## src/cti_pkg.sv

```systemverilog
package cti_pkg;
    // register map, reached through the device's own register port
    localparam logic [7:0] CTI_PORT_SEL_ADDR  = 8'h32;
    localparam logic [7:0] CTI_LIVE_STS_ADDR  = 8'h35;
    localparam logic [7:0] CTI_IRQ_EN_ADDR    = 8'h36;
    localparam logic [7:0] CTI_IRQ_STS_ADDR   = 8'h37;
    localparam logic [7:0] CTI_IRQ_EN_RESET   = 8'h00;
    localparam logic [7:0] CTI_IRQ_STS_RESET  = 8'h00;
    localparam logic [4:0] CTI_IRQ_FIELD_MASK = 5'h1f;
    // field positions shared by enable and status registers
    localparam int CTI_BIT_PASS     = 0;
    localparam int CTI_BIT_PASS_ERR = 1;
    localparam int CTI_BIT_SYNCED   = 2;
    localparam int CTI_BIT_SYNC_ERR = 3;
    localparam int CTI_BIT_RX_SUM   = 4;
    localparam int CTI_NUM_SRC      = 5;
    // live status register fields
    localparam int CTI_LIVE_PASS    = 0;
    localparam int CTI_LIVE_SYNC    = 1;
    localparam int CTI_LIVE_PORTNUM = 4;
endpackage : cti_pkg

```

## src/cti_tx_status.sv

```systemverilog
// live pass and synchronized levels for one transmit port
module cti_tx_status
    import cti_pkg::*;
#(
    parameter int NUM_RX = 4
) (
    input  wire logic              clk_in,
    input  wire logic              rst_n_in,
    input  wire logic              clk_en_in,
    input  wire logic [NUM_RX-1:0] rx_enabled_in,
    input  wire logic [NUM_RX-1:0] rx_valid_in,
    input  wire logic              all_ports_mode_in,
    input  wire logic              sync_enable_in,
    input  wire logic              sync_achieved_in,
    input  wire logic              async_mode_in,
    input  wire logic              tx_error_in,
    output logic                   pass_out,
    output logic                   synced_out
);
    logic pass_reg;
    logic pass_next;
    logic synced_reg;
    logic synced_next;
    logic any_ok;
    logic all_ok;

    // next-state for both live levels
    always_comb begin
        any_ok = |(rx_enabled_in & rx_valid_in);
        all_ok = any_ok && ((rx_enabled_in & ~rx_valid_in) == '0);
        pass_next = all_ports_mode_in ? all_ok : any_ok;
        if (async_mode_in && tx_error_in) begin
            pass_next = 1'b0;
        end
        synced_next = sync_enable_in && sync_achieved_in;
    end

    always_ff @(posedge clk_in or negedge rst_n_in) begin
        if (!rst_n_in) begin
            pass_reg   <= 1'b0;
            synced_reg <= 1'b0;
        end else if (clk_en_in) begin
            pass_reg   <= pass_next;
            synced_reg <= synced_next;
        end
    end

    assign pass_out   = pass_reg;
    assign synced_out = synced_reg;

    // a_sync_off_low
    a_sync_off_low: assert property (@(posedge clk_in) disable iff (!rst_n_in)
        (clk_en_in && !sync_enable_in) |=> !synced_reg)
        else $error("synced high while sync disabled");

    // a_pass_err_drop
    a_pass_err_drop: assert property (@(posedge clk_in) disable iff (!rst_n_in)
        (clk_en_in && async_mode_in && tx_error_in) |=> !pass_reg)
        else $error("pass not cleared on transmit error");

    // a_pass_any_mode
    a_pass_any_mode: assert property (@(posedge clk_in) disable iff (!rst_n_in)
        (clk_en_in && !all_ports_mode_in && !(async_mode_in && tx_error_in)
         && |(rx_enabled_in & rx_valid_in)) |=> pass_reg)
        else $error("pass missing with one valid port");

    // a_pass_all_mode
    a_pass_all_mode: assert property (@(posedge clk_in) disable iff (!rst_n_in)
        (clk_en_in && all_ports_mode_in && |(rx_enabled_in & ~rx_valid_in)) |=> !pass_reg)
        else $error("pass high with an enabled port not valid");
endmodule : cti_tx_status

```

## src/cti_irq.sv

```systemverilog
// Overview of operation
// - enable bit 4 gates the receive-port summary interrupt
// - enable bit 3 gates the synchronization error interrupt
// - enable bit 2 gates the synchronized-assert interrupt
// - enable bit 1 gates the pass-lost interrupt
// - enable bit 0 gates the pass-assert interrupt
// - status bit 4 sets when a forwarded receive port interrupts
// - bit 4 clears only on reading a forwarded port's receive status
// - status bit 3 latches sync errors, clears on read
// - status bit 2 latches synced rising edge, clears on read
// - status bit 1 latches pass loss on forwarded ports, clears on read
// - status bit 0 latches pass rising edge, clears on read
// - both registers are per transmit port, chosen by port select
// - enable resets to zero; bits 7:5 read zero
// - status resets to zero
// - pass needs one enabled valid port, or all in all-ports mode
// - synced is low while synchronization is disabled
// - asynchronous forwarding clears pass on a transmission error
module cti_irq
    import cti_pkg::*;
#(
    parameter int NUM_TX = 2,
    parameter int NUM_RX = 4
) (
    input  wire logic              clk_in,
    input  wire logic              rst_n_in,
    input  wire logic              clk_en_in,
    // register port: single-cycle strobes, read data registered
    input  wire logic [7:0]        reg_addr_in,
    input  wire logic              reg_wr_in,
    input  wire logic              reg_rd_in,
    input  wire logic [7:0]        reg_wdata_in,
    output logic      [7:0]        reg_rdata_out,
    // live inputs: receive-port vectors and all-ports mode shared, forward map, sync and error per transmit port
    input  wire logic [NUM_RX-1:0] rx_enabled_in,
    input  wire logic [NUM_RX-1:0] rx_valid_in,
    input  wire logic [NUM_RX-1:0] rx_fwd_map_in [NUM_TX],
    input  wire logic [NUM_RX-1:0] rx_pass_in,
    input  wire logic [NUM_RX-1:0] rx_irq_in,
    input  wire logic [NUM_RX-1:0] rx_isr_read_in,
    input  wire logic              all_ports_mode_in,
    input  wire logic [NUM_TX-1:0] sync_enable_in,
    input  wire logic [NUM_TX-1:0] sync_achieved_in,
    input  wire logic [NUM_TX-1:0] sync_error_in,
    input  wire logic [NUM_TX-1:0] async_mode_in,
    input  wire logic [NUM_TX-1:0] tx_error_in,
    output logic      [NUM_TX-1:0] irq_out
);
    localparam int SELW = (NUM_TX > 1) ? $clog2(NUM_TX) : 1;

    logic [SELW-1:0]        sel_reg;
    logic [SELW-1:0]        sel_next;
    logic [4:0]             en_reg    [NUM_TX];
    logic [4:0]             en_next   [NUM_TX];
    logic [4:0]             flag_reg  [NUM_TX];
    logic [4:0]             flag_next [NUM_TX];
    logic [NUM_TX-1:0]      pass_live;
    logic [NUM_TX-1:0]      sync_live;
    logic [NUM_TX-1:0]      pass_prev_reg;
    logic [NUM_TX-1:0]      sync_prev_reg;
    logic [NUM_RX-1:0]      rxp_prev_reg;
    logic [7:0]             rdata_next;
    logic [NUM_TX-1:0]      irq_next;

    // zero-extend a five-bit field into a byte
    function automatic logic [7:0] cti_byte(input logic [4:0] f);
        cti_byte = {3'h0, f};
    endfunction : cti_byte

    // live status generators, one per transmit port
    for (genvar t = 0; t < NUM_TX; t++) begin : g_live
        cti_tx_status #(.NUM_RX(NUM_RX)) u_sts (
            .clk_in            (clk_in),
            .rst_n_in          (rst_n_in),
            .clk_en_in         (clk_en_in),
            .rx_enabled_in     (rx_enabled_in & rx_fwd_map_in[t]),
            .rx_valid_in       (rx_valid_in),
            .all_ports_mode_in (all_ports_mode_in),
            .sync_enable_in    (sync_enable_in[t]),
            .sync_achieved_in  (sync_achieved_in[t]),
            .async_mode_in     (async_mode_in[t]),
            .tx_error_in       (tx_error_in[t]),
            .pass_out          (pass_live[t]),
            .synced_out        (sync_live[t])
        );
    end

    // register writes, sticky flags and interrupt outputs
    always_comb begin
        logic [4:0] ev;
        logic       rd_sts;
        ev         = '0;
        rd_sts     = 1'b0;
        sel_next   = sel_reg;
        rdata_next = 8'h00;
        if (reg_wr_in && reg_addr_in == CTI_PORT_SEL_ADDR) begin
            sel_next = reg_wdata_in[SELW-1:0];
        end
        for (int t = 0; t < NUM_TX; t++) begin
            en_next[t]   = en_reg[t];
            flag_next[t] = flag_reg[t];
            rd_sts = reg_rd_in && reg_addr_in == CTI_IRQ_STS_ADDR && sel_reg == SELW'(t);
            if (reg_wr_in && reg_addr_in == CTI_IRQ_EN_ADDR && sel_reg == SELW'(t)) begin
                en_next[t] = reg_wdata_in[4:0] & CTI_IRQ_FIELD_MASK;
            end
            ev[CTI_BIT_PASS]     = pass_live[t] && !pass_prev_reg[t];
            ev[CTI_BIT_PASS_ERR] = |(rxp_prev_reg & ~rx_pass_in & rx_fwd_map_in[t]);
            ev[CTI_BIT_SYNCED]   = sync_live[t] && !sync_prev_reg[t];
            ev[CTI_BIT_SYNC_ERR] = sync_error_in[t];
            ev[CTI_BIT_RX_SUM]   = |(rx_irq_in & rx_fwd_map_in[t]);
            if (rd_sts) begin
                flag_next[t][3:0] = 4'h0;
            end
            // summary clears on receive status read
            if (|(rx_isr_read_in & rx_fwd_map_in[t])) begin
                flag_next[t][CTI_BIT_RX_SUM] = 1'b0;
            end
            flag_next[t] = flag_next[t] | ev;
            irq_next[t] = |(flag_reg[t] & en_reg[t]);
        end
        unique case (reg_addr_in)
            CTI_PORT_SEL_ADDR: rdata_next = 8'(sel_reg);
            CTI_LIVE_STS_ADDR: begin
                rdata_next[CTI_LIVE_PASS]    = pass_live[sel_reg];
                rdata_next[CTI_LIVE_SYNC]    = sync_live[sel_reg];
                rdata_next[CTI_LIVE_PORTNUM] = sel_reg[0];
            end
            CTI_IRQ_EN_ADDR:   rdata_next = cti_byte(en_reg[sel_reg]);
            CTI_IRQ_STS_ADDR:  rdata_next = cti_byte(flag_reg[sel_reg]);
            default:           rdata_next = 8'h00;
        endcase
        if (!reg_rd_in) begin
            rdata_next = reg_rdata_out;
        end
    end

    always_ff @(posedge clk_in or negedge rst_n_in) begin
        if (!rst_n_in) begin
            sel_reg       <= '0;
            pass_prev_reg <= '0;
            sync_prev_reg <= '0;
            rxp_prev_reg  <= '0;
            reg_rdata_out <= 8'h00;
            irq_out       <= '0;
            for (int t = 0; t < NUM_TX; t++) begin
                en_reg[t]   <= CTI_IRQ_EN_RESET[4:0];
                flag_reg[t] <= CTI_IRQ_STS_RESET[4:0];
            end
        end else if (clk_en_in) begin
            sel_reg       <= sel_next;
            pass_prev_reg <= pass_live;
            sync_prev_reg <= sync_live;
            rxp_prev_reg  <= rx_pass_in;
            reg_rdata_out <= rdata_next;
            irq_out       <= irq_next;
            for (int t = 0; t < NUM_TX; t++) begin
                en_reg[t]   <= en_next[t];
                flag_reg[t] <= flag_next[t];
            end
        end
    end

    // a_irq_follows_flags
    a_irq_follows_flags: assert property (@(posedge clk_in) disable iff (!rst_n_in)
        clk_en_in |=> irq_out[0] == |($past(flag_reg[0]) & $past(en_reg[0])))
        else $error("interrupt does not follow enabled flags");
    // a_sync_err_latch
    a_sync_err_latch: assert property (@(posedge clk_in) disable iff (!rst_n_in)
        (clk_en_in && sync_error_in[0]) |=> flag_reg[0][CTI_BIT_SYNC_ERR])
        else $error("sync error not latched");
    // a_read_clears
    a_read_clears: assert property (@(posedge clk_in) disable iff (!rst_n_in)
        (clk_en_in && reg_rd_in && reg_addr_in == CTI_IRQ_STS_ADDR && sel_reg == '0
         && !(pass_live[0] && !pass_prev_reg[0])) |=> !flag_reg[0][CTI_BIT_PASS])
        else $error("pass flag not cleared by read");
    // a_sum_survives_read
    a_sum_survives_read: assert property (@(posedge clk_in) disable iff (!rst_n_in)
        (clk_en_in && flag_reg[0][CTI_BIT_RX_SUM] && !(|(rx_isr_read_in & rx_fwd_map_in[0])))
        |=> flag_reg[0][CTI_BIT_RX_SUM])
        else $error("summary flag lost without receive status read");
    // a_rx_sum_set
    a_rx_sum_set: assert property (@(posedge clk_in) disable iff (!rst_n_in)
        (clk_en_in && |(rx_irq_in & rx_fwd_map_in[0])) |=> flag_reg[0][CTI_BIT_RX_SUM])
        else $error("summary flag not set");
    // a_synced_edge
    a_synced_edge: assert property (@(posedge clk_in) disable iff (!rst_n_in)
        (clk_en_in && sync_live[0] && !sync_prev_reg[0]) |=> flag_reg[0][CTI_BIT_SYNCED])
        else $error("synced edge not latched");
    // a_pass_loss
    a_pass_loss: assert property (@(posedge clk_in) disable iff (!rst_n_in)
        (clk_en_in && |(rxp_prev_reg & ~rx_pass_in & rx_fwd_map_in[0]))
        |=> flag_reg[0][CTI_BIT_PASS_ERR])
        else $error("pass loss not latched");
    // a_en_write_sel
    a_en_write_sel: assert property (@(posedge clk_in) disable iff (!rst_n_in)
        (clk_en_in && reg_wr_in && reg_addr_in == CTI_IRQ_EN_ADDR && sel_reg == '0)
        |=> en_reg[0] == $past(reg_wdata_in[4:0]))
        else $error("enable write lost");
    // a_reset_quiet
    a_reset_quiet: assert property (@(posedge clk_in) $rose(rst_n_in) |-> irq_out == '0)
        else $error("interrupt active out of reset");

    c_irq_raised:  cover property (@(posedge clk_in) disable iff (!rst_n_in) $rose(irq_out[0]));
    c_read_clear:  cover property (@(posedge clk_in) disable iff (!rst_n_in)
        reg_rd_in && reg_addr_in == CTI_IRQ_STS_ADDR && flag_reg[0] != '0);
    c_port1_write: cover property (@(posedge clk_in) disable iff (!rst_n_in)
        reg_wr_in && reg_addr_in == CTI_IRQ_EN_ADDR && sel_reg == SELW'(1));
endmodule : cti_irq

```

## config.mk

```make
export PLATFORM = sky130hd
export DESIGN_NAME = cti_irq
export DESIGN_NICKNAME = d
export VERILOG_FILES = /design/src/cti_pkg.sv /design/src/cti_tx_status.sv /design/src/cti_irq.sv
export SDC_FILE = /design/constraint.sdc
export NUM_CORES = 1
export LEC_CHECK = 0
export ABC_AREA = 1
export BUFFER_PORTS_ARGS = -buffer_cell sky130_fd_sc_hd__buf_2
export CAP_MARGIN = 10
export CORE_MARGIN = 2
export CORE_UTILIZATION = 49
export CTS_BUF_LIST = sky130_fd_sc_hd__clkbuf_8
export DETAILED_ROUTE_END_ITERATION = 8
export MAX_ROUTING_LAYER = met4
export PLACE_DENSITY = 0.75
export SYNTH_ARGS = -nofsm -noshare
export SYNTH_HDL_FRONTEND = slang
export SYNTH_HIERARCHICAL = 1
export SYNTH_SLANG_ARGS = --single-unit
```

## constraint.sdc

```tcl
create_clock -name clk_in -period 1.1 [get_ports clk_in]
set_clock_uncertainty 0.2 [all_clocks]
set_input_delay 0.22 -clock clk_in [delete_from_list [all_inputs] [get_ports clk_in]]
set_output_delay 0.22 -clock clk_in [all_outputs]
set_load 0.01 [all_outputs]
```

==> summary.md, run 1 <==
| Metric | Value |
|---|---|
| Post-synthesis cell type count | `23` |
| Die outline area | `5490 um2` |
| Inserted Clock Buffers | `5` |
| Finished layout cell area | `3310 um2` |
| Total via count after detailed routing | `2591` |
| Endpoint required time on the critical path | `1100 ps` |
| Via count of the first global-routing pass | `2523` |
| DRC | `0` |
| Synth-to-Final Area Change | `37.2%` |
| Number of port buffers | `63` |
| Insertion delay of the later-clocked pin in the worst-skew pair | `310 ps` |
| Area of the core region | `4720 um2` |
| Endpoint kind of the worst setup timing path | `flip-flop` |
| Sequential cell area in the final layout | `1000 um2` |
| Total of max-cap violations | `0` |
| Clk buf depth | `2` |
| Nets | `516` |
| Hold WC Path Type | `primary input to flip-flop` |
| WL per Instance | `12.5 um` |
| Starting Density | `51.0%` |
| Leakage | `1.94 nW` |
| Worst setup slack after layout | `-242 ps` |
| Antenna violation net count after detailed routing | `0` |
| Top Ports | `70` |
| Maximum ir drop on the vdd rail | `579 uV` |
| WHS | `6.79 ps` |
| Cell area after synthesis | `2410 um2` |
| Number of warnings reported in the yosys synthesis log | `6` |
| Area taken by multi-input logic gates | `1200 um2` |
| Final design utilization | `70.0%` |
| Flops & latches, synth | `40` |
| Final Cycle Share | `122%` |
| Die X-Extent | `74.1 um` |
| Setup repair after global routing missed its margin | `yes` |
| Pwr/cell area | `1090 nW/um2` |
| Failing checks | `negative setup slack` |
| Violation count after the first detailed-route iteration | `185` |
| Highest achievable clock rate | `745 MHz` |
| Clock tree from TritonCTS | `done` |
| Critical path arrival | `1340 ps` |
| Final global-route overflow total | `0` |
| Leading post-synthesis cells by cell area | `sky130_fd_sc_hd__dfrtp_1 42%, sky130_fd_sc_hd__nand2_1 23%, sky130_fd_sc_hd__inv_1 7.0%` |
| Avg Vias per Cell | `4.94` |
| Setup total negative slack | `-5200 ps` |
| Routability-driven placement congestion ratio | `0.926` |
| Die outline height | `74.1 um` |
| Area leader, netlist | `sky130_fd_sc_hd__dfrtp_1` |
| Number of detailed-route iterations in the first pass | `4` |
| Final critical delay including setup and external delays | `1340 ps` |
| WL final | `6.55 mm` |
| Pwr Total | `3.60 mW` |
| Post-DP HPWL | `4.89 mm` |
| Largest net degree at the start of global routing | `41` |
| Number of rows created at floorplan | `25` |
| Gate count of the mapped netlist | `346` |
| Worst Setup Path Type | `flip-flop to flip-flop` |
| Hold violation count in the final report | `0` |
| Number of clock sinks seen by CTS | `40` |
| Final setup violation count | `31` |
| Global-route usage over all layers | `27.1%` |
| Clock-pin slew on the worst setup and hold paths | `80 ps` |
| CTS Root Cell | `sky130_fd_sc_hd__clkbuf_8` |
| H-tree levels | `2` |
| Worst Setup Start Kind | `flip-flop` |
| Outcome | `finished, violations left` |
| Filler cell count | `391` |
| Post-Syn Area per Cell | `6.96 um2` |
| Number of antenna violations at the first check in global routing | `0` |
| Antenna fix cells | `0` |
| Top-area cell type share of the netlist area | `41.6%` |
| Proportion of layout cells with a drive suffix above 1 | `32.2%` |
| CP Max Fanout | `20` |
| Max Slew Vio Count | `0` |
| Placed Instance Area | `3000 um2` |
| First-pass GRT wire length | `10.9 mm` |
| Share of synthesized area occupied by flip-flops and latches | `41.6%` |
==> per-stage QoR <==
step           setup WS [ps]  cells
4_1_cts                 -239    518
5_1_grt                 -336    524
6_report                -242    524
3_5_place_dp            -309    497
3_3_place_gp            -274    497
2_1_floorplan           -112    348
==> worst paths after layout <==
kind                             startpoint                to  slack [ps]  depth (start not counted)
setup / recovery                    sel_reg         en_reg[2]        -240                          6
hold / removal              reg_wdata_in[4]         en_reg[4]           7                          3
setup reg to reg                    sel_reg         en_reg[2]        -240                          6
hold reg to reg            pass_prev_reg[0]       flag_reg[5]         240                          1
max in group asynchronous          rst_n_in           sel_reg         280                          3
min in group asynchronous          rst_n_in  reg_rdata_out[3]         210                          3
==> cells in the mapped netlist <==
cell type and count:
sky130_fd_sc_hd__a21oi_1 4, sky130_fd_sc_hd__a22o_1 4, sky130_fd_sc_hd__a31oi_1 2, sky130_fd_sc_hd__and2_1 1
sky130_fd_sc_hd__buf_2 4, sky130_fd_sc_hd__buf_4 4, sky130_fd_sc_hd__buf_6 1, sky130_fd_sc_hd__conb_1 1
sky130_fd_sc_hd__dfrtp_1 40, sky130_fd_sc_hd__inv_1 45, sky130_fd_sc_hd__inv_2 3, sky130_fd_sc_hd__nand2_1 148
sky130_fd_sc_hd__nand2_2 4, sky130_fd_sc_hd__nand2_4 4, sky130_fd_sc_hd__nand3_1 24, sky130_fd_sc_hd__nand4_1 6
sky130_fd_sc_hd__nor2_1 13, sky130_fd_sc_hd__nor2_4 5, sky130_fd_sc_hd__nor2_8 1, sky130_fd_sc_hd__o21ai_0 13
sky130_fd_sc_hd__o21ai_1 13, sky130_fd_sc_hd__o21ai_2 5, sky130_fd_sc_hd__o22ai_1 1
==> power by group <==
part	internal, mW	switching [mW]	total [mW]	leakage (nW)
logic	0.332	0.361	0.693	1.40
clock network	0.742	0.550	1.29	0.0614
registers	1.56	0.0628	1.62	0.484
==> cell usage in the layout, fill, tap and decap left out <==
master and instances:
sky130_fd_sc_hd__o22ai_2 1, sky130_fd_sc_hd__o21ai_0 7, sky130_fd_sc_hd__nor2_4 5, sky130_fd_sc_hd__o21ai_1 18
sky130_fd_sc_hd__dfrtp_1 39, sky130_fd_sc_hd__nand4_1 6, sky130_fd_sc_hd__and2_4 1, sky130_fd_sc_hd__conb_1 3
sky130_fd_sc_hd__nand2_1 146, sky130_fd_sc_hd__nand2_4 4, sky130_fd_sc_hd__clkinv_4 1, sky130_fd_sc_hd__a21oi_1 1
sky130_fd_sc_hd__dfrtp_2 1, sky130_fd_sc_hd__inv_2 10, sky130_fd_sc_hd__o21ai_2 6, sky130_fd_sc_hd__inv_1 38
sky130_fd_sc_hd__a31oi_1 2, sky130_fd_sc_hd__a21oi_2 3, sky130_fd_sc_hd__bufinv_16 1, sky130_fd_sc_hd__clkbuf_8 6
sky130_fd_sc_hd__nand3_1 24, sky130_fd_sc_hd__buf_2 63, sky130_fd_sc_hd__dlygate4sd3_1 9, sky130_fd_sc_hd__nor2_1 13
sky130_fd_sc_hd__buf_4 36, sky130_fd_sc_hd__buf_12 2, sky130_fd_sc_hd__nor2_8 1, sky130_fd_sc_hd__nand2_2 6
sky130_fd_sc_hd__a22o_1 4
==> layout make-up <==
cell class | count | share of cell area, %
clock inverter | 2 | 1.17
tap | 67 | 2.54
clock buffer | 6 | 2.50
timing repair buffer | 110 | 21.7
multi-input combinational | 251 | 36.4
sequential | 40 | 30.3
inverter | 48 | 5.45
==> routing by layer <==
metal | track usage (%) | up-vias | part of all wire, %
li1 | - | 1293 | -
met1 | 32.1 | 1169 | 42
met2 | 46.5 | 110 | 50
met3 | 5.01 | 19 | 5.4
met4 | 9.09 | 0 | 2.7
met5 | - | - | 0
==> worst max-delay path, stage by stage (launching register included) <==
cell and delay (ps):
sky130_fd_sc_hd__dfrtp_2 410, sky130_fd_sc_hd__buf_12 160, sky130_fd_sc_hd__nand2_1 70, sky130_fd_sc_hd__inv_2 90, sky130_fd_sc_hd__nand2_4 110, sky130_fd_sc_hd__nand2_1 120, sky130_fd_sc_hd__o21ai_2 70
==> cells by family (layout without fill, tap and decap cells) <==
family | after synthesis | count (layout) | share of synthesized area, %
flip-flops | 40 | 40 | 41.6
buffers and inverters | 57 | 166 | 10.0
other | 1 | 3 | 0.156
AND/OR/NAND/NOR | 206 | 206 | 38.0
AO/OA/AOI/OAI | 42 | 42 | 10.3
==> repair_timing <==
action	4_1_cts	5_1_grt
gates resized for setup	4	11
hold endpoints to repair	47	0
hold buffers	9	0
buffers inserted	4	6
pin swaps	2	7
endpoints found under the setup margin	33	33
Note: power is estimated with default switching activity, not from simulation.
==> inputs of run 2 (changes only) <==
--- a/config.mk
+++ b/config.mk
@@ -14,6 +14,7 @@
 export DETAILED_ROUTE_END_ITERATION = 8
 export MAX_ROUTING_LAYER = met4
 export PLACE_DENSITY = 0.75
+export RECOVER_POWER = 100
 export SYNTH_ARGS = -nofsm -noshare
 export SYNTH_HDL_FRONTEND = slang
 export SYNTH_HIERARCHICAL = 1
==> run 2 against run 1 <==
  * First-iteration DRC count unchanged
  * Sequential power about the same
  * Critical path depth stayed put
  * Sequential share of layout area is 0.092 points higher
  * Cell area fell by 0.30%
  * Power is 0.12% lower
  * Critical path type unchanged
  * Non-clock buffer count did not move
  * Worst hold slack improved by 2.0 ps
  * Global-route usage did not move
  * The flow still finishes with violations (negative setup slack)
==> summary.md, run 2 (same netlist as run 1, synthesis figures left out) <==
| Metric | Value |
|---|---|
| CP Max Fanout | `20 (unchanged)` |
| Antenna violation net count after detailed routing | `0 (unchanged)` |
| Antenna fix cells | `0 (unchanged)` |
| Max Slew Vio Count | `0 (unchanged)` |
| Int Power | `2.62 mW (-0.22%)` |
| DRC | `0 (unchanged)` |
| Failing checks | `negative setup slack` |
| Minimum setup slack after placement | `-309 ps (unchanged)` |
| Clock Power Share | `35.9% (about the same)` |
| Most common cell on crit path | `sky130_fd_sc_hd__nand2_1` |
| Via count of the first global-routing pass | `2523 (unchanged)` |
| Die X-Extent | `74.1 um (unchanged)` |
| Setup total negative slack | `-5290 ps (-86.8 ps)` |
| Starting Density | `51.0% (unchanged)` |
| Share of total power in sequential cells | `45.0% (about the same)` |
| Top Ports | `70 (unchanged)` |
| Non-Filler Instances | `524 (unchanged)` |
| Total placed cells including tap cells | `497 (unchanged)` |
| Leading cell types in the layout, fill and taps excluded | `146 x sky130_fd_sc_hd__nand2_1, 61 x sky130_fd_sc_hd__buf_2, 39 x sky130_fd_sc_hd__dfrtp_1` |
| Critical-path cell list | `buf_12, nand2_1, inv_2, nand2_4, nand2_1, o21ai_2` |
| Number of clock sinks seen by CTS | `40 (unchanged)` |
| WHS | `8.80 ps (+2.02 ps)` |
| Logic gate share of total power | `19.1% (about the same)` |
| Leakage | `1.93 nW (-0.39%)` |
| Endpoint kind of the worst setup timing path | `flip-flop` |
| Synth-to-Final Area Change | `36.8%` |
| Sequential cell area in the final layout | `1000 um2 (unchanged)` |
| Most common cell after layout, fill and taps aside | `sky130_fd_sc_hd__nand2_1` |
| Number of port buffers | `63 (unchanged)` |
| Area of the core region | `4720 um2 (unchanged)` |
| Global-route usage over all layers | `27.1% (unchanged)` |
| Outcome | `finished, violations left` |
| Final global-route overflow total | `0 (unchanged)` |
| First-pass GRT wire length | `10.9 mm (unchanged)` |
| Hold WC Path Type | `primary input to flip-flop` |
| Routability-driven placement congestion ratio | `0.926 (unchanged)` |
| Worst setup slack after layout | `-246 ps (-4.01 ps)` |
| Avg Vias per Cell | `4.94 (-0.15%)` |
| Worst Setup Path Type | `flip-flop to flip-flop` |
| Number of antenna violations at the first check in global routing | `0 (unchanged)` |
| Category of cells accounting for the largest share of critical-path delay | `flip-flops` |
| Largest net degree at the start of global routing | `41 (unchanged)` |
| Filler cell count | `393 (+0.51%)` |
| Total via count after detailed routing | `2587 (-0.15%)` |
| Endpoint required time on the critical path | `1100 ps (about the same)` |
| Post-DP HPWL | `4.89 mm (unchanged)` |
| Final Cycle Share | `122% (+0.36 points)` |
| Maximum ir drop on the vdd rail | `577 uV (-0.31%)` |
| Area taken by multi-input logic gates | `1200 um2 (unchanged)` |
| Setup repair after global routing missed its margin | `yes` |
| Nets | `516 (unchanged)` |
| Clock tree from TritonCTS | `done` |
| Die outline height | `74.1 um (unchanged)` |
| Worst path slowest cell | `sky130_fd_sc_hd__dfrtp_2` |
| H-tree levels | `2 (unchanged)` |
| Proportion of layout cells with a drive suffix above 1 | `31.9% (-0.22 points)` |
| Clock-pin slew on the worst setup and hold paths | `80 ps (about the same)` |
| Net switching power | `975 uW (+0.12%)` |
| Inserted Clock Buffers | `5 (unchanged)` |
| Die outline area | `5490 um2 (unchanged)` |
| Share of total power consumed by net switching | `27.1% (+0.067 points)` |
| Insertion delay of the later-clocked pin in the worst-skew pair | `300 ps (about the same)` |
| Final setup violation count | `31 (unchanged)` |
| Final critical delay including setup and external delays | `1350 ps (+4.01 ps)` |
| Clk buf depth | `2 (unchanged)` |
| Critical path arrival | `1340 ps (about the same)` |
| WL per Instance | `12.6 um (+0.53%)` |
| Number of rows created at floorplan | `25 (unchanged)` |
| Worst Setup Start Kind | `flip-flop` |
| Pwr/cell area | `1090 nW/um2 (+0.18%)` |
| CTS Root Cell | `sky130_fd_sc_hd__clkbuf_8` |
| Highest cell delay on the worst timing path | `410 ps (about the same)` |
| Number of detailed-route iterations in the first pass | `4 (unchanged)` |
| Buffers and inverters on the worst path | `2 (unchanged)` |
| Total of max-cap violations | `0 (unchanged)` |
| WL final | `6.59 mm (+0.53%)` |
| Violation count after the first detailed-route iteration | `185 (unchanged)` |
| Pwr Total | `3.60 mW (-0.12%)` |
| Highest achievable clock rate | `743 MHz (-0.30%)` |
| Hold violation count in the final report | `0 (unchanged)` |
## run 2: changes by cell type in the layout (fill, tap and decap cells not counted)
cell / before / now
sky130_fd_sc_hd__buf_4: 36 / 32
sky130_fd_sc_hd__buf_12: 2 / 1
sky130_fd_sc_hd__buf_2: 63 / 61
sky130_fd_sc_hd__buf_6: 0 / 1
sky130_fd_sc_hd__clkbuf_4: 0 / 4
sky130_fd_sc_hd__clkbuf_1: 0 / 1
sky130_fd_sc_hd__clkbuf_2: 0 / 1
## run 2: tightest hold or removal path, stage by stage
cell and delay [ps]:
sky130_fd_sc_hd__buf_2 90, sky130_fd_sc_hd__inv_1 90, sky130_fd_sc_hd__o21ai_2 70
## run 2: layer usage
layer  GRT usage [%]  wire (um)  vias to the layer above
met5               -          0                        -
met2            46.5       3330                      107
met3            5.01        368                       15
met4            9.09        159                        0
met1            32.1       2730                     1171
li1                -          -                     1294
## run 2: cell type report
cell class	instances	share of cell area, %
Clock buffer	6	2.51
Clock inverter	2	1.18
Inverter	48	5.47
Multi-Input combinational cell	251	36.5
Sequential cell	40	30.4
Tap cell	67	2.54
Timing Repair Buffer	110	21.4
## run 2: timing repair
item,4_1_cts,5_1_grt
hold buffers,9,0
pin swaps,2,7
buffers inserted,4,6
resized for setup,4,11
setup endpoints to repair,33,33
hold endpoints to repair,47,0
## run 2: path summary, 6_finish.rpt
check	startpoint	to	slack (ps)	cells past startpoint
min in group asynchronous	rst_n_in	sync_prev_reg[0]	260	3
hold reg to reg	pass_prev_reg[0]	flag_reg[5]	240	1
setup / recovery	sel_reg	en_reg[2]	-250	6
setup reg to reg	sel_reg	en_reg[2]	-250	6
hold / removal	reg_wdata_in[4]	en_reg[4]	9	3
max in group asynchronous	rst_n_in	sel_reg	140	3
## run 2: per-stage QoR
stage | cell area, um2 | util (%)
2_1_floorplan | 2430 | -
3_3_place_gp | 3000 | 63.4
3_5_place_dp | 3000 | 63.4
4_1_cts | 3250 | 68.7
5_1_grt | 3300 | 69.8
6_report | 3300 | 69.8
## run 2: power by group through the flow
stage               logic [mW]  registers, mW  clock network, mW
floorplan                0.293           1.64                  0
global placement         0.601           1.64                  0
detailed placement       0.619           1.64                  0
CTS                      0.663           1.62               1.30
global route             0.780           1.63               1.36
finish                   0.687           1.62               1.29
